==> src/spc_pkg.sv <==
package spc_pkg;

   // Register map, byte addresses on the AXI4-Lite slave
   localparam int AXI_AW = 5;
   localparam logic [AXI_AW-1:0] REG_CTRL = 5'h00;
   localparam logic [AXI_AW-1:0] REG_STATUS = 5'h04;
   localparam logic [AXI_AW-1:0] REG_IRQ_STAT = 5'h08;
   localparam logic [AXI_AW-1:0] REG_IRQ_MASK = 5'h0C;

   // Control register fields
   localparam int CTL_RX_POL = 0;
   localparam int CTL_TX_POL = 1;
   localparam int CTL_BYPASS = 2;
   localparam int CTL_WIDTH10 = 3;
   localparam int CTL_HALF = 4;
   localparam int CTL_CTC_EN = 5;
   localparam int CTL_REALIGN = 6;
   localparam int CTL_SLIP = 7;
   localparam logic [7:0] CTRL_RST = 8'h28;
   localparam logic [7:0] CTRL_PULSE_MASK = 8'hC0;

   // Status register fields
   localparam int ST_LOCKED = 0;
   localparam int ST_RX_RD = 1;
   localparam int ST_TX_RD = 2;
   localparam int ST_SKIP_LSB = 8;

   // Interrupt status and mask fields
   localparam int IRQ_W = 4;
   localparam int IRQ_CODE = 0;
   localparam int IRQ_DISP = 1;
   localparam int IRQ_LOCK = 2;
   localparam int IRQ_SKIP = 3;

   localparam logic [1:0] RESP_OKAY = 2'h0;
   localparam logic [1:0] RESP_SLVERR = 2'h2;

   // Word lengths on the serial side
   localparam logic [3:0] LEN10 = 4'hA;
   localparam logic [3:0] LEN8 = 4'h8;

   // Line code constants
   localparam logic [6:0] COMMA_P = 7'h1F;
   localparam logic [6:0] COMMA_N = 7'h60;
   localparam logic [5:0] K6_NEG = 6'h0F;
   localparam logic [4:0] K28_X = 5'h1C;
   localparam logic [4:0] D7_X = 5'h07;
   localparam logic [2:0] Y3 = 3'h3;
   localparam logic [2:0] Y7 = 3'h7;
   localparam logic [3:0] A7_CODE = 4'h7;
   localparam logic [7:0] SKIP_BYTE = 8'h1C;
   localparam logic [7:0] IDLE_BYTE = 8'hBC;

   // 5b/6b and 3b/4b codes for negative running disparity, abcdei / fghj MSB first
   localparam logic [5:0] TAB6 [32] = '{
      6'h27, 6'h1D, 6'h2D, 6'h31, 6'h35, 6'h29, 6'h19, 6'h38,
      6'h39, 6'h25, 6'h15, 6'h34, 6'h0D, 6'h2C, 6'h1C, 6'h17,
      6'h1B, 6'h23, 6'h13, 6'h32, 6'h0B, 6'h2A, 6'h1A, 6'h3A,
      6'h33, 6'h26, 6'h16, 6'h36, 6'h0E, 6'h2E, 6'h1E, 6'h2B};
   localparam logic [3:0] TAB4 [8] = '{4'hB, 4'h9, 4'h5, 4'hC, 4'hD, 4'hA, 4'h6, 4'hE};

   function automatic logic rd_after(input logic [5:0] c, input int n, input logic rd);
      int ones;
      ones = $countones(c);
      if (2 * ones == n) return rd;
      return (2 * ones > n);
   endfunction

   function automatic logic [5:0] enc6(input logic [4:0] x, input logic rdp);
      logic [5:0] t;
      t = TAB6[x];
      if (rdp && (($countones(t) != 3) || (x == D7_X))) t = ~t;
      return t;
   endfunction

   function automatic logic [3:0] enc4(input logic [2:0] y, input logic rdp,
                                       input logic [4:0] x, input logic k);
      logic a7;
      logic [3:0] t;
      logic [3:0] p;
      a7 = (y == Y7) && (k || (!rdp && (x == 5'h11 || x == 5'h12 || x == 5'h14))
           || (rdp && (x == 5'h0B || x == 5'h0D || x == 5'h0E)));
      t = a7 ? A7_CODE : TAB4[y];
      p = (($countones(t) != 2) || (y == Y3)) ? ~t : t;
      if (k) return rdp ? p : ~p;
      return rdp ? p : t;
   endfunction

   // Returns {rd_out, code[9:0]}; only K28.y control symbols are produced
   function automatic logic [10:0] enc10(input logic [7:0] d, input logic k, input logic rd);
      logic [5:0] c6;
      logic [3:0] c4;
      logic m;
      c6 = k ? (rd ? ~K6_NEG : K6_NEG) : enc6(d[4:0], rd);
      m = rd_after(c6, 6, rd);
      c4 = enc4(d[7:5], m, d[4:0], k);
      return {rd_after({2'h0, c4}, 4, m), c6, c4};
   endfunction

   // Returns {rd_out, code_err, disp_err, k, byte[7:0]}
   function automatic logic [11:0] dec10(input logic [9:0] code, input logic rd);
      logic [5:0] c6;
      logic [3:0] c4;
      logic hit6, bad6, hit4, bad4, k, m, cerr, derr;
      logic [4:0] x;
      logic [2:0] y;
      c6 = code[9:4];
      c4 = code[3:0];
      hit6 = 1'b0;
      bad6 = 1'b0;
      hit4 = 1'b0;
      bad4 = 1'b0;
      x = 5'h00;
      y = 3'h0;
      k = (c6 == K6_NEG) || (c6 == ~K6_NEG);
      if (k) begin
         x = K28_X;
         hit6 = (c6 == (rd ? ~K6_NEG : K6_NEG));
         bad6 = !hit6;
      end else begin
         for (int i = 0; i < 32; i++) begin
            if (enc6(5'(i), rd) == c6) begin
               hit6 = 1'b1;
               x = 5'(i);
            end else if (enc6(5'(i), !rd) == c6) begin
               bad6 = 1'b1;
               x = 5'(i);
            end
         end
      end
      m = rd_after(c6, 6, rd);
      for (int j = 0; j < 8; j++) begin
         if (enc4(3'(j), m, x, k) == c4) begin
            hit4 = 1'b1;
            y = 3'(j);
         end else if (enc4(3'(j), !m, x, k) == c4) begin
            bad4 = 1'b1;
            y = 3'(j);
         end
      end
      cerr = !(hit6 || bad6) || !(hit4 || bad4);
      derr = !cerr && ((bad6 && !hit6) || (bad4 && !hit4));
      return {rd_after({2'h0, c4}, 4, m), cerr, derr, k, y, x};
   endfunction

endpackage

==> src/spc_aligner.sv <==
`timescale 1ns/1ps
module spc_aligner
   import spc_pkg::*;
#(
   parameter int W = 10
) (
   // Clock and reset
   input wire logic aclk,
   input wire logic aresetn,
   // Recovered bit stream
   input wire logic bit_in,
   // Control
   input wire logic len10,
   input wire logic comma_en,
   input wire logic realign,
   input wire logic slip,
   // Aligned words
   output logic [W-1:0] word_q,
   output logic word_valid_q,
   output logic locked_q,
   output logic lock_pulse_q
);

   logic [W-1:0] sh_q;
   logic [W-1:0] sh_d;
   logic [3:0] cnt_q;
   logic [3:0] last;
   logic comma_hit;
   logic capture;
   logic emit;

   assign sh_d = {sh_q[W-2:0], bit_in};
   assign last = len10 ? LEN10 - 4'h1 : LEN8 - 4'h1;
   assign comma_hit = comma_en && len10 &&
                      ((sh_d[W-1 -: 7] == COMMA_P) || (sh_d[W-1 -: 7] == COMMA_N));
   assign capture = comma_en && !locked_q && !realign && comma_hit;
   assign emit = (locked_q && (cnt_q == last) && !slip) || capture;

   always_ff @(posedge aclk) begin
      if (!aresetn) begin
         sh_q <= '0;
      end else begin
         sh_q <= sh_d;
      end
   end

   // Once locked, a later comma at another offset is ignored until realign
   always_ff @(posedge aclk) begin
      if (!aresetn) begin
         locked_q <= 1'b0;
         lock_pulse_q <= 1'b0;
      end else begin
         lock_pulse_q <= capture;
         if (!comma_en) begin
            locked_q <= 1'b1;
         end else if (realign) begin
            locked_q <= 1'b0;
         end else if (capture) begin
            locked_q <= 1'b1;
         end
      end
   end

   // Slip holds the count one bit, moving the boundary one bit later
   always_ff @(posedge aclk) begin
      if (!aresetn) begin
         cnt_q <= 4'h0;
      end else if (capture || (emit && locked_q)) begin
         cnt_q <= 4'h0;
      end else if (!slip) begin
         cnt_q <= cnt_q + 4'h1;
      end
   end

   always_ff @(posedge aclk) begin
      if (!aresetn) begin
         word_q <= '0;
         word_valid_q <= 1'b0;
      end else begin
         word_valid_q <= emit;
         if (emit) begin
            word_q <= len10 ? sh_d : {{(W-8){1'b0}}, sh_d[7:0]};
         end
      end
   end

endmodule

==> src/spc_pcs_channel.sv <==
// Register access over AXI4-Lite and the placing of the registers were left to the implementer.
`timescale 1ns/1ps
// Function
// - Receive serial stream deserialized into 8/10-bit words
// - Transmit words of 8/10 bits shifted out serially
// - Receive and transmit word clocks reach fabric
// - Receive order: polarity, align, decode, tolerance compensation
// - Receive words cross to fabric via down-sample stage
// - Transmit order: encode, polarity, then serializer
// - Bypass passes raw 8/10-bit words, skipping coding
// - Half rate presents two words as 16/20 bits
// - Bit slip shifts the receive word boundary
module spc_pcs_channel
   import spc_pkg::*;
(
   // Clock and reset
   input wire logic aclk,
   input wire logic aresetn,
   // AXI4-Lite slave
   input wire logic [AXI_AW-1:0] s_axi_awaddr,
   input wire logic s_axi_awvalid,
   output logic s_axi_awready,
   input wire logic [31:0] s_axi_wdata,
   input wire logic [3:0] s_axi_wstrb,
   input wire logic s_axi_wvalid,
   output logic s_axi_wready,
   output logic [1:0] s_axi_bresp,
   output logic s_axi_bvalid,
   input wire logic s_axi_bready,
   input wire logic [AXI_AW-1:0] s_axi_araddr,
   input wire logic s_axi_arvalid,
   output logic s_axi_arready,
   output logic [31:0] s_axi_rdata,
   output logic [1:0] s_axi_rresp,
   output logic s_axi_rvalid,
   input wire logic s_axi_rready,
   // Serial link, one bit per clock
   input wire logic rx_serial,
   output logic tx_serial,
   // Word clock enables toward fabric
   output logic rx_word_tick,
   output logic tx_word_tick,
   // Fabric receive side
   output logic [19:0] rx_fab_data,
   output logic [1:0] rx_fab_k,
   output logic [1:0] rx_fab_code_err,
   output logic [1:0] rx_fab_disp_err,
   output logic rx_fab_valid,
   input wire logic rx_slip_req,
   // Fabric transmit side
   input wire logic [19:0] tx_fab_data,
   input wire logic [1:0] tx_fab_k,
   input wire logic tx_fab_valid,
   output logic tx_fab_ready,
   // Interrupt
   output logic irq
);

   logic [7:0] ctrl_q;
   logic realign_q;
   logic slip_q;
   logic [IRQ_W-1:0] irq_stat_q;
   logic [IRQ_W-1:0] irq_mask_q;
   logic [IRQ_W-1:0] irq_ev;
   logic [IRQ_W-1:0] irq_clr;
   logic [7:0] skip_cnt_q;

   logic bypass;
   logic half;
   logic len10;

   logic aw_got_q;
   logic w_got_q;
   logic [AXI_AW-1:0] awaddr_q;
   logic [7:0] wdata_q;
   logic wstrb0_q;
   logic bvalid_q;
   logic [1:0] bresp_q;
   logic rvalid_q;
   logic [31:0] rdata_q;
   logic [1:0] rresp_q;
   logic do_write;
   logic rd_take;
   logic [AXI_AW-1:0] rd_word;
   logic [AXI_AW-1:0] wr_word;

   logic rx_meta_q;
   logic rx_sync_q;
   logic rx_bit;
   logic [9:0] al_word;
   logic al_valid;
   logic al_locked;
   logic al_lock_pulse;
   logic rx_rd_q;
   logic [11:0] dec;
   logic skip_drop;
   logic ln_valid;
   logic [9:0] ln_data;
   logic ln_k;
   logic ln_cerr;
   logic ln_derr;
   logic rx_ph_q;
   logic [9:0] lo_data_q;
   logic lo_k_q;
   logic lo_cerr_q;
   logic lo_derr_q;
   logic [19:0] rx_data_q;
   logic [1:0] rx_k_q;
   logic [1:0] rx_cerr_q;
   logic [1:0] rx_derr_q;
   logic rx_valid_q;

   logic [3:0] tx_cnt_q;
   logic [3:0] tx_len;
   logic tx_load;
   logic tx_ph_q;
   logic [9:0] hi_data_q;
   logic hi_k_q;
   logic hi_valid_q;
   logic [9:0] tx_word;
   logic tx_k;
   logic tx_have;
   logic [10:0] enc;
   logic [9:0] tx_code;
   logic [9:0] tx_sh_q;
   logic tx_rd_q;

   assign bypass = ctrl_q[CTL_BYPASS];
   assign half = ctrl_q[CTL_HALF];
   assign len10 = !bypass || ctrl_q[CTL_WIDTH10];

   // ---------------- AXI4-Lite slave ----------------
   assign s_axi_awready = !aw_got_q;
   assign s_axi_wready = !w_got_q;
   assign s_axi_bvalid = bvalid_q;
   assign s_axi_bresp = bresp_q;
   assign s_axi_arready = !rvalid_q;
   assign s_axi_rvalid = rvalid_q;
   assign s_axi_rdata = rdata_q;
   assign s_axi_rresp = rresp_q;
   assign do_write = aw_got_q && w_got_q && !bvalid_q;
   assign rd_take = s_axi_arvalid && !rvalid_q;
   assign rd_word = {s_axi_araddr[AXI_AW-1:2], 2'h0};
   assign wr_word = {awaddr_q[AXI_AW-1:2], 2'h0};

   // Address and data are latched separately, so either may arrive first
   always_ff @(posedge aclk) begin
      if (!aresetn) begin
         aw_got_q <= 1'b0;
         w_got_q <= 1'b0;
         awaddr_q <= '0;
         wdata_q <= 8'h00;
         wstrb0_q <= 1'b0;
      end else begin
         if (s_axi_awvalid && !aw_got_q) begin
            aw_got_q <= 1'b1;
            awaddr_q <= s_axi_awaddr;
         end else if (do_write) begin
            aw_got_q <= 1'b0;
         end
         if (s_axi_wvalid && !w_got_q) begin
            w_got_q <= 1'b1;
            wdata_q <= s_axi_wdata[7:0];
            wstrb0_q <= s_axi_wstrb[0];
         end else if (do_write) begin
            w_got_q <= 1'b0;
         end
      end
   end

   always_ff @(posedge aclk) begin
      if (!aresetn) begin
         bvalid_q <= 1'b0;
         bresp_q <= RESP_OKAY;
      end else if (do_write) begin
         bvalid_q <= 1'b1;
         bresp_q <= (wr_word == REG_CTRL || wr_word == REG_STATUS ||
                     wr_word == REG_IRQ_STAT || wr_word == REG_IRQ_MASK) ?
                    RESP_OKAY : RESP_SLVERR;
      end else if (s_axi_bready) begin
         bvalid_q <= 1'b0;
      end
   end

   // Realign and slip are write-one pulses and never stored
   always_ff @(posedge aclk) begin
      if (!aresetn) begin
         ctrl_q <= CTRL_RST;
         irq_mask_q <= '0;
         realign_q <= 1'b0;
         slip_q <= 1'b0;
      end else begin
         realign_q <= 1'b0;
         slip_q <= rx_slip_req;
         if (do_write && wstrb0_q) begin
            if (wr_word == REG_CTRL) begin
               ctrl_q <= wdata_q & ~CTRL_PULSE_MASK;
               realign_q <= wdata_q[CTL_REALIGN];
               slip_q <= wdata_q[CTL_SLIP] || rx_slip_req;
            end
            if (wr_word == REG_IRQ_MASK) begin
               irq_mask_q <= wdata_q[IRQ_W-1:0];
            end
         end
      end
   end

   always_ff @(posedge aclk) begin
      if (!aresetn) begin
         rvalid_q <= 1'b0;
         rdata_q <= 32'h0000_0000;
         rresp_q <= RESP_OKAY;
      end else if (rd_take) begin
         rvalid_q <= 1'b1;
         rresp_q <= RESP_OKAY;
         rdata_q <= 32'h0000_0000;
         case (rd_word)
            REG_CTRL: rdata_q[7:0] <= ctrl_q;
            REG_STATUS: begin
               rdata_q[ST_LOCKED] <= al_locked;
               rdata_q[ST_RX_RD] <= rx_rd_q;
               rdata_q[ST_TX_RD] <= tx_rd_q;
               rdata_q[ST_SKIP_LSB +: 8] <= skip_cnt_q;
            end
            REG_IRQ_STAT: rdata_q[IRQ_W-1:0] <= irq_stat_q;
            REG_IRQ_MASK: rdata_q[IRQ_W-1:0] <= irq_mask_q;
            default: rresp_q <= RESP_SLVERR;
         endcase
      end else if (s_axi_rready) begin
         rvalid_q <= 1'b0;
      end
   end

   // ---------------- Interrupts ----------------
   assign irq_ev[IRQ_CODE] = al_valid && !bypass && ln_cerr;
   assign irq_ev[IRQ_DISP] = al_valid && !bypass && ln_derr;
   assign irq_ev[IRQ_LOCK] = al_lock_pulse;
   assign irq_ev[IRQ_SKIP] = skip_drop;
   assign irq_clr = (rd_take && rd_word == REG_IRQ_STAT) ? irq_stat_q : '0;
   assign irq = |(irq_stat_q & irq_mask_q);

   // A new event in the clearing cycle survives the read
   always_ff @(posedge aclk) begin
      if (!aresetn) begin
         irq_stat_q <= '0;
      end else begin
         irq_stat_q <= (irq_stat_q & ~irq_clr) | irq_ev;
      end
   end

   // ---------------- Receive path ----------------
   always_ff @(posedge aclk) begin
      if (!aresetn) begin
         rx_meta_q <= 1'b0;
         rx_sync_q <= 1'b0;
      end else begin
         rx_meta_q <= rx_serial;
         rx_sync_q <= rx_meta_q;
      end
   end

   assign rx_bit = rx_sync_q ^ ctrl_q[CTL_RX_POL];

   spc_aligner #(
      .W(10)
   ) u_aligner (
      .aclk(aclk),
      .aresetn(aresetn),
      .bit_in(rx_bit),
      .len10(len10),
      .comma_en(!bypass),
      .realign(realign_q),
      .slip(slip_q),
      .word_q(al_word),
      .word_valid_q(al_valid),
      .locked_q(al_locked),
      .lock_pulse_q(al_lock_pulse)
   );

   assign dec = dec10(al_word, rx_rd_q);
   assign rx_word_tick = al_valid;

   always_ff @(posedge aclk) begin
      if (!aresetn) begin
         rx_rd_q <= 1'b0;
      end else if (al_valid && !bypass) begin
         rx_rd_q <= dec[11];
      end
   end

   assign ln_data = bypass ? al_word : {2'h0, dec[7:0]};
   assign ln_k = !bypass && dec[8];
   assign ln_cerr = !bypass && dec[10];
   assign ln_derr = !bypass && dec[9];
   // Only deletion of skip symbols is done; the link never sends faster than aclk
   assign skip_drop = al_valid && !bypass && ctrl_q[CTL_CTC_EN] && ln_k &&
                      !ln_cerr && (dec[7:0] == SKIP_BYTE);
   assign ln_valid = al_valid && !skip_drop;

   always_ff @(posedge aclk) begin
      if (!aresetn) begin
         skip_cnt_q <= 8'h00;
      end else if (skip_drop) begin
         skip_cnt_q <= skip_cnt_q + 8'h01;
      end
   end

   // Down-sample stage: in half rate the first word waits for its partner
   always_ff @(posedge aclk) begin
      if (!aresetn) begin
         rx_ph_q <= 1'b0;
         lo_data_q <= 10'h000;
         lo_k_q <= 1'b0;
         lo_cerr_q <= 1'b0;
         lo_derr_q <= 1'b0;
      end else if (!half) begin
         rx_ph_q <= 1'b0;
      end else if (ln_valid) begin
         rx_ph_q <= !rx_ph_q;
         if (!rx_ph_q) begin
            lo_data_q <= ln_data;
            lo_k_q <= ln_k;
            lo_cerr_q <= ln_cerr;
            lo_derr_q <= ln_derr;
         end
      end
   end

   always_ff @(posedge aclk) begin
      if (!aresetn) begin
         rx_data_q <= 20'h00000;
         rx_k_q <= 2'h0;
         rx_cerr_q <= 2'h0;
         rx_derr_q <= 2'h0;
         rx_valid_q <= 1'b0;
      end else begin
         rx_valid_q <= ln_valid && (!half || rx_ph_q);
         if (ln_valid && half && rx_ph_q) begin
            rx_data_q <= {ln_data, lo_data_q};
            rx_k_q <= {ln_k, lo_k_q};
            rx_cerr_q <= {ln_cerr, lo_cerr_q};
            rx_derr_q <= {ln_derr, lo_derr_q};
         end else if (ln_valid && !half) begin
            rx_data_q <= {10'h000, ln_data};
            rx_k_q <= {1'b0, ln_k};
            rx_cerr_q <= {1'b0, ln_cerr};
            rx_derr_q <= {1'b0, ln_derr};
         end
      end
   end

   assign rx_fab_data = rx_data_q;
   assign rx_fab_k = rx_k_q;
   assign rx_fab_code_err = rx_cerr_q;
   assign rx_fab_disp_err = rx_derr_q;
   assign rx_fab_valid = rx_valid_q;

   // ---------------- Transmit path ----------------
   assign tx_len = len10 ? LEN10 : LEN8;
   assign tx_load = (tx_cnt_q == 4'h0);
   assign tx_word_tick = tx_load;
   assign tx_fab_ready = tx_load && (!half || !tx_ph_q);
   assign tx_have = half && tx_ph_q ? hi_valid_q : tx_fab_valid;
   assign tx_word = half && tx_ph_q ? hi_data_q : tx_fab_data[9:0];
   assign tx_k = half && tx_ph_q ? hi_k_q : tx_fab_k[0];

   // Outside bypass, idle commas fill gaps when fabric offers nothing; bypass sends zero words
   assign enc = tx_have ? enc10(tx_word[7:0], tx_k, tx_rd_q) :
                          enc10(IDLE_BYTE, 1'b1, tx_rd_q);
   always_comb begin
      if (!bypass) begin
         tx_code = enc[9:0];
      end else if (len10) begin
         tx_code = tx_have ? tx_word : 10'h000;
      end else begin
         tx_code = {tx_have ? tx_word[7:0] : 8'h00, 2'h0};
      end
   end

   always_ff @(posedge aclk) begin
      if (!aresetn) begin
         tx_ph_q <= 1'b0;
         hi_data_q <= 10'h000;
         hi_k_q <= 1'b0;
         hi_valid_q <= 1'b0;
      end else if (!half) begin
         tx_ph_q <= 1'b0;
      end else if (tx_load) begin
         tx_ph_q <= !tx_ph_q;
         if (!tx_ph_q) begin
            hi_data_q <= tx_fab_data[19:10];
            hi_k_q <= tx_fab_k[1];
            hi_valid_q <= tx_fab_valid;
         end
      end
   end

   // Polarity is applied after coding, on the word handed to the shifter
   always_ff @(posedge aclk) begin
      if (!aresetn) begin
         tx_cnt_q <= 4'h0;
         tx_sh_q <= 10'h000;
         tx_rd_q <= 1'b0;
      end else if (tx_load) begin
         tx_cnt_q <= tx_len - 4'h1;
         tx_sh_q <= tx_code ^ {10{ctrl_q[CTL_TX_POL]}};
         if (!bypass) begin
            tx_rd_q <= enc[10];
         end
      end else begin
         tx_cnt_q <= tx_cnt_q - 4'h1;
         tx_sh_q <= {tx_sh_q[8:0], 1'b0};
      end
   end

   assign tx_serial = tx_sh_q[9];

endmodule

==> config.mk <==
export PLATFORM = sky130hd
export DESIGN_NAME = spc_pcs_channel
export DESIGN_NICKNAME = d
export VERILOG_FILES = /design/src/spc_pkg.sv /design/src/spc_aligner.sv /design/src/spc_pcs_channel.sv
export SDC_FILE = /design/constraint.sdc
export NUM_CORES = 1
export LEC_CHECK = 0
export BUFFER_PORTS_ARGS = -buffer_cell sky130_fd_sc_hd__buf_2
export CAP_MARGIN = 25
export CORE_ASPECT_RATIO = 1.25
export CORE_MARGIN = 5
export CORE_UTILIZATION = 52
export DETAILED_ROUTE_END_ITERATION = 6
export PLACE_DENSITY = 0.75
export REMOVE_ABC_BUFFERS = 1
export SYNTH_ARGS = -nofsm -noshare
export SYNTH_HDL_FRONTEND = slang
export SYNTH_SLANG_ARGS = --single-unit
==> constraint.sdc <==
create_clock -name aclk -period 10 [get_ports aclk]
set_input_delay 0.5 -clock aclk [delete_from_list [all_inputs] [get_ports aclk]]
set_output_delay 0.5 -clock aclk [all_outputs]
set_load 0.005 [all_outputs]
==> impl_metrics.ini, run 1 <==
[outcome]
status = finished clean

[synth]
yosys_top_cell_area_share = 0.3118
synth.largest_area_cell = sky130_fd_sc_hd__dfxtp_1
synth_enable_flop_cells = 0
synthesis.area_um2 = 9888
synth_cells = 1249
syn_avg_cell_area_um2 = 7.917
ys.warnings.count = 0
post_synthesis_async_set_or_reset_flop_share = 0
synth.ff_latch_count = 154
ys_types = 99
synth_flop_cell = sky130_fd_sc_hd__dfxtp_1
synth_area_leaders = sky130_fd_sc_hd__dfxtp_1 31%, sky130_fd_sc_hd__nand2_1 6.2%, sky130_fd_sc_hd__a21oi_1 6.1%
synth_seq_area_share = 0.3118

[die]
core_um2 = 18780
die_width_um = 133.3
io_pins = 151
rows = 56
initial_core_util = 0.5266
die_height_um = 164.2
die-area_um2 = 21890

[routing]
route.antenna.remaining_nets = 0
detail_route.first_pass.iterations = 6
routed-wl-met2_um = 12780
dr.first_iter.drc_count = 731
detailroute.wirelength.met3_um = 1491
highest_layer = met4
wirelength_um = 26320
drt_drc_violations_left = 0
wirelength_met1_um = 10890
routedWlPerCell_um = 17.07
via_per_inst = 6.083
num_vias = 9380

[setup_path]
worst_ep_arrival_time_ns = 9.74
critPathTopFamily = adder cells
worst_path_largest_cell_delay_ns = 0.56
path_max_fanout = 8
buffers_and_inverters_on_the_worst_path = 5
critPathRequiredTime_ns = 10.32
cpMaxStageDelayCell = sky130_fd_sc_hd__fa_1
worstSetupStartpointType = register
critical_path.endpoint_type = register
path_class = register to register
cpMostUsedCell = sky130_fd_sc_hd__fa_1

[power_and_ir_drop]
ir_drop_mv = 0.1238
leakage_nw = 4.401
power.net_switching_uw = 518.9
cell_internal_power_dissipation_mw = 1.125
switching_share = 0.3157
pwr-share-comb = 0.224
pwr-share-seq = 0.397
total_power_mw = 1.644
power.density_nw_per_um2 = 151.3
share_clk_of_total_power = 0.379

[clocking]
clock_buffer_count_from_cts = 17
path_clk_slew_ns = 0.07
cts_tree = yes
postCtsHoldBufs = 0
clock_sinks = 154
root_buffer = sky130_fd_sc_hd__clkbuf_16
clock_tree.buffer_depth = 2
worstSkewPairLatency_ns = 0.43
cts_htree_levels = 4

[cells_and_area]
design_area_um2 = 10860
antenna_cells_inserted = 0
final_core_utilization = 0.5784
final.fill_count = 1767
area_growth_syn_to_layout_pct = 9.832
drive_gt1_frac = 0.1504
final_nets = 1411

[sta]
finalSetupTns_ns = 0
finalWorstPathRequiredPeriod_ns = 9.416
slew_headroom = 0.2950
worst_clock_skew_ns = 0.01186
hold_viol = 0
final.hold.worst_slack_ns = 0.2449
timing_max_transition_violations_final = 0
post-route-period-util = 0.9416
grt_setup_unrepaired = no
setup-violations-final = 0
max_slew.worst_pin.slew_ns = 1.054
achievable-frequency_mhz = 106.2

[placed_design]
port_buffers = 99
place_area_um2 = 10280
estimated_wirelength_of_the_detail_placed_design_um = 18750
place_congestion = 0.9794

[global_routing]
grt_pass1_wl_um = 42810
grt.total_usage = 0.2337
overflow = 0
grt_pass1_vias = 8911
number_of_antenna_violations_at_the_first_check_in_global_routing = 0
pin_count_of_the_biggest_net_entering_global_routing = 71

[flow_run]
max-cap-violations = 0

[min_path]
min_path_type = primary input to register
cell families after synthesis:
| kind of cell | count (synthesis) | synth area share |
|---|---|---|
| AO/OA/AOI/OAI | 345 | 0.2359 |
| XOR/XNOR | 39 | 0.03454 |
| adder cells (fa/ha/maj) | 37 | 0.05492 |
| AND/OR/NAND/NOR | 481 | 0.2308 |
| other | 1 | 0.0003792 |
| flip-flops | 154 | 0.3118 |
| buffers and inverters | 146 | 0.07579 |
| multiplexers | 46 | 0.05593 |
metrics by stage:
stage / setup WS (ns) / cells
2_1_floorplan: 0.2359 / 1161
3_3_place_gp: 0.8199 / 1510
3_5_place_dp: 0.5450 / 1510
4_1_cts: 0.5161 / 1542
5_1_grt: 0.03237 / 1542
6_report: 0.5837 / 1542
path summary, 6_finish.rpt:
path / cells after the start / slack [ns] / start / endpoint
max: 37 / 0.58 / ctrl_q[4] / tx_rd_q
min: 2 / 0.24 / s_axi_rready / s_axi_rvalid
max reg2reg: 37 / 0.58 / ctrl_q[4] / tx_rd_q
min reg2reg: 1 / 0.44 / rx_meta_q / rx_sync_q
layout by cell type (no fill, tap or decap), types with 6 or more instances in the layout:
master and count:
sky130_fd_sc_hd__nand2_1 163, sky130_fd_sc_hd__dfxtp_1 154, sky130_fd_sc_hd__nor2_1 142, sky130_fd_sc_hd__a21oi_1 121
sky130_fd_sc_hd__buf_2 99, sky130_fd_sc_hd__o21ai_0 47, sky130_fd_sc_hd__nand3_1 36, sky130_fd_sc_hd__inv_1 35
sky130_fd_sc_hd__mux2i_1 29, sky130_fd_sc_hd__a22oi_1 26, sky130_fd_sc_hd__xor2_1 25, sky130_fd_sc_hd__ha_1 25
sky130_fd_sc_hd__nor2b_1 22, sky130_fd_sc_hd__conb_1 20, sky130_fd_sc_hd__o22ai_1 19, sky130_fd_sc_hd__nand2b_1 18
sky130_fd_sc_hd__and2_1 18, sky130_fd_sc_hd__buf_4 18, sky130_fd_sc_hd__clkbuf_16 17, sky130_fd_sc_hd__xnor2_1 14
sky130_fd_sc_hd__a211oi_1 13, sky130_fd_sc_hd__and3_1 11, sky130_fd_sc_hd__nor4_1 11, sky130_fd_sc_hd__a31oi_1 11
sky130_fd_sc_hd__fa_1 11, sky130_fd_sc_hd__mux2_2 10, sky130_fd_sc_hd__nor3_1 10, sky130_fd_sc_hd__nand4_1 9
sky130_fd_sc_hd__a32oi_1 9, sky130_fd_sc_hd__o31ai_1 8, sky130_fd_sc_hd__inv_6 8, sky130_fd_sc_hd__nor3b_1 7
sky130_fd_sc_hd__o311a_1 7, sky130_fd_sc_hd__a21o_1 6, sky130_fd_sc_hd__o2111ai_1 6, sky130_fd_sc_hd__nand3b_1 6
power groups by stage:
stage | registers, mW | logic [mW] | clock network (mW)
2_1_floorplan | 0.662 | 0.268 | 0
3_3_place_gp | 0.666 | 0.340 | 0
3_5_place_dp | 0.666 | 0.358 | 0
4_1_cts | 0.653 | 0.362 | 0.631
5_1_grt | 0.656 | 0.428 | 0.658
6_report | 0.653 | 0.368 | 0.623
flip-flops by register name (all words and copies together) (netlist names), 2 cells and up:
name and flops:
awaddr_q 3, ctrl_q 6, hi_data_q 10, irq_mask_q 4, irq_stat_q 4, lo_data_q 10, rx_fab_code_err 2, rx_fab_data 20
rx_fab_disp_err 2, rx_fab_k 2, s_axi_rdata 14, skip_cnt_q 8, tx_cnt_q 4, tx_sh_q 10, u_aligner.cnt_q 4, u_aligner.sh_q 9
u_aligner.word_q 10, wdata_q 8
area by class of cell:
class	count	area, µm²	share of cell area
inverters	39	147.6	0.01359
multi-input cells	968	6133	0.5647
clock inverters	15	150.1	0.01382
well taps	232	290.3	0.02673
clock buffers	17	425.4	0.03917
repair buffers	117	630.6	0.05806
flip-flops and latches	154	3083	0.2839
what timing repair did:
item                       4_1_cts  5_1_grt
setup buffers                    0        0
resized for setup                0        1
setup endpoints to repair        0        1
Yosys cell counts (11+ instances only):
library cell,n
sky130_fd_sc_hd__dfxtp_1,154
sky130_fd_sc_hd__a21oi_1,121
sky130_fd_sc_hd__o22ai_1,19
sky130_fd_sc_hd__xor2_1,25
sky130_fd_sc_hd__buf_4,23
sky130_fd_sc_hd__nor4_1,11
sky130_fd_sc_hd__ha_1,25
sky130_fd_sc_hd__nand2_1,163
sky130_fd_sc_hd__clkbuf_1,57
sky130_fd_sc_hd__xnor2_1,14
sky130_fd_sc_hd__nand3_1,36
sky130_fd_sc_hd__o21ai_0,47
sky130_fd_sc_hd__inv_1,36
sky130_fd_sc_hd__fa_1,11
sky130_fd_sc_hd__mux2i_1,29
sky130_fd_sc_hd__nor2b_1,22
sky130_fd_sc_hd__and2_1,18
sky130_fd_sc_hd__a22oi_1,26
sky130_fd_sc_hd__a211oi_1,13
sky130_fd_sc_hd__nand2b_1,18
sky130_fd_sc_hd__nor2_1,142
sky130_fd_sc_hd__a31oi_1,12
sky130_fd_sc_hd__and3_1,11
per-layer routing:
layer  vias to the layer above  track usage
li1                       4528            -
met1                      4393       0.2803
met2                       368       0.4039
met3                        91      0.04013
met4                         0       0.1179
met5                         -            0
Power figures use the tool's default switching activity.
==> run 2: changes to the inputs <==
--- a/config.mk
+++ b/config.mk
@@ -7,11 +7,11 @@
 export LEC_CHECK = 0
 export BUFFER_PORTS_ARGS = -buffer_cell sky130_fd_sc_hd__buf_2
 export CAP_MARGIN = 25
-export CORE_ASPECT_RATIO = 1.25
+export CORE_ASPECT_RATIO = 0.8
 export CORE_MARGIN = 5
-export CORE_UTILIZATION = 52
+export CORE_UTILIZATION = 46
 export DETAILED_ROUTE_END_ITERATION = 6
-export PLACE_DENSITY = 0.75
+export PLACE_DENSITY = 0.65
 export REMOVE_ABC_BUFFERS = 1
 export SYNTH_ARGS = -nofsm -noshare
 export SYNTH_HDL_FRONTEND = slang
==> constraint.sdc (replaced) <==
create_clock -name aclk -period 11.65 [get_ports aclk]
set_input_delay 0.5825 -clock aclk [delete_from_list [all_inputs] [get_ports aclk]]
set_output_delay 0.5825 -clock aclk [all_outputs]
set_load 0.005 [all_outputs]
==> run 2 against run 1 <==
  * Flip-flop and latch count stayed put
  * Worst setup slack better by 1.1 ns
  * Critical path depth stayed put
  * Design area is 0.45% higher
  * Combinational power is 18% lower
  * Wire length is 1.0% lower
  * Die area is 12% higher
  * Maximum frequency is 5.9% lower
==> impl_metrics.ini, run 2 (synthesized netlist as in run 1, its figures left out) <==
[sta]
finalWorstPathRequiredPeriod_ns = 10.00
grt_setup_unrepaired = no
worst_clock_skew_ns = 0.01492
finalSetupTns_ns = 0
post-route-period-util = 0.8585
hold_viol = 0
setup-violations-final = 0
slew_headroom = 0.2853
timing_max_transition_violations_final = 0
achievable-frequency_mhz = 99.98
max_slew.worst_pin.slew_ns = 1.068
post-route-worst-setup-slack_ns = 1.648

[cells_and_area]
mostFrequentLayoutCell = sky130_fd_sc_hd__nand2_1
final_nets = 1409
final.fill_count = 2098
area_growth_syn_to_layout_pct = 10.33
leading_cell_types_in_the_layout_fill_and_taps_excluded = 163 x sky130_fd_sc_hd__nand2_1, 154 x sky130_fd_sc_hd__dfxtp_1, 142 x sky130_fd_sc_hd__nor2_1
antenna_cells_inserted = 0
drive_gt1_frac = 0.1483
largest_reg_flops = 20

[setup_path]
path_max_fanout = 15
timing.rr.end = tx_rd_q
critPathRequiredTime_ns = 12.01
cpMostUsedCell = sky130_fd_sc_hd__fa_1
rrSetupSlack_ns = 1.65
worstSetupStartpointType = register
path_class = register to register
r2r_start = tx_ph_q
cp-startpoint = tx_ph_q
worst_path_largest_cell_delay_ns = 0.58
worst_ep_arrival_time_ns = 10.36
cpMaxStageDelayCell = sky130_fd_sc_hd__dfxtp_1
worst_r2r_path_depth = 37
critical_path.endpoint_type = register
worst_setup_path_endpoint = tx_rd_q

[routing]
dr.first_iter.drc_count = 799
route.antenna.remaining_nets = 0
wirelength_um = 26060
via_per_inst = 5.740
detail_route.first_pass.iterations = 5
routedWlPerCell_um = 16.46
drt_drc_violations_left = 0
num_vias = 9087

[placed_design]
place_congestion = 0.9482
pre_cts_slack_ns = 1.280
estimated_wirelength_of_the_detail_placed_design_um = 18010
port_buffers = 99

[clocking]
worstSkewPairLatency_ns = 0.44
root_buffer = sky130_fd_sc_hd__clkbuf_16
path_clk_slew_ns = 0.08
cts_htree_levels = 4
cts_tree = yes
clock_buffer_count_from_cts = 17
clock_tree.buffer_depth = 2
post-cts-setup-buffers = 0
clock_sinks = 154
postCtsHoldBufs = 0
post_cts_resized = 0

[power_and_ir_drop]
ir_drop_mv = 0.08928
leakage_nw = 4.404
power.density_nw_per_um2 = 129.8

[die]
core_um2 = 21380
die_width_um = 173.9
die_height_um = 141.1
rows = 48
die-area_um2 = 24550
io_pins = 151
initial_core_util = 0.4625

[global_routing]
grt_pass1_vias = 8328
grt.total_usage = 0.2069
overflow = 0
grt_pass1_wl_um = 42440
pin_count_of_the_biggest_net_entering_global_routing = 63
number_of_antenna_violations_at_the_first_check_in_global_routing = 0

[min_path]
min_path_type = primary input to register
whs_path_depth = 2

[flow_run]
max-cap-violations = 0

[outcome]
status = finished clean
==> run 2: power breakdown <==
group          leakage [nW]  switching, mW  internal (mW)
Combinational          2.87          0.174          0.127
Sequential             1.25         0.0118          0.547
Clock                 0.292          0.268          0.288
==> run 2: layer usage <==
layer,part of all wire,track usage
met3,0.069,0.04129
met1,0.48,0.2987
met4,0.0089,0.05123
met5,0,0
met2,0.44,0.3186
==> run 2: worst min path at each step <==
stage / to / slack, ns / startpoint
detailed placement: rx_sync_q / 0.42 / rx_meta_q
finish: s_axi_rvalid / 0.32 / s_axi_rready
CTS: s_axi_rvalid / 0.31 / s_axi_rready
floorplan: rx_sync_q / 0.41 / rx_meta_q
global placement: tx_sh_q[5] / 0.42 / tx_sh_q[4]
global route: s_axi_rvalid / 0.34 / s_axi_rready
==> run 2: final cells by class <==
class	count	area, µm²	area share
multi-input cells	968	6127	0.5616
repair buffers	115	613.1	0.05620
clock buffers	17	425.4	0.03900
well taps	275	344.1	0.03154
clock inverters	15	167.7	0.01537
flip-flops and latches	154	3083	0.2826
inverters	39	148.9	0.01365
==> run 2: through the flow <==
stage	area (µm²)	hold WS (ns)	total power, mW	cells	util
6_report	10910	0.3214	1.416	1583	0.5102
5_1_grt	10910	0.3357	1.493	1583	0.5102
4_1_cts	10900	0.3138	1.426	1582	0.5100
3_5_place_dp	10310	0.4242	0.8693	1550	0.4823
3_3_place_gp	10300	0.4226	0.8632	1549	0.4819
2_1_floorplan	9356	0.4118	0.7984	1161	-
==> run 2: critical path, delay by kind of cell, from the launching register on <==
family,cells,cell delay (ns)
fa+ha+maj,12,4.54
compound gates,11,2.35
simple gates,5,0.89
mux,2,0.63
flops,1,0.58
buf+inv,5,0.53
xor+xnor,2,0.40
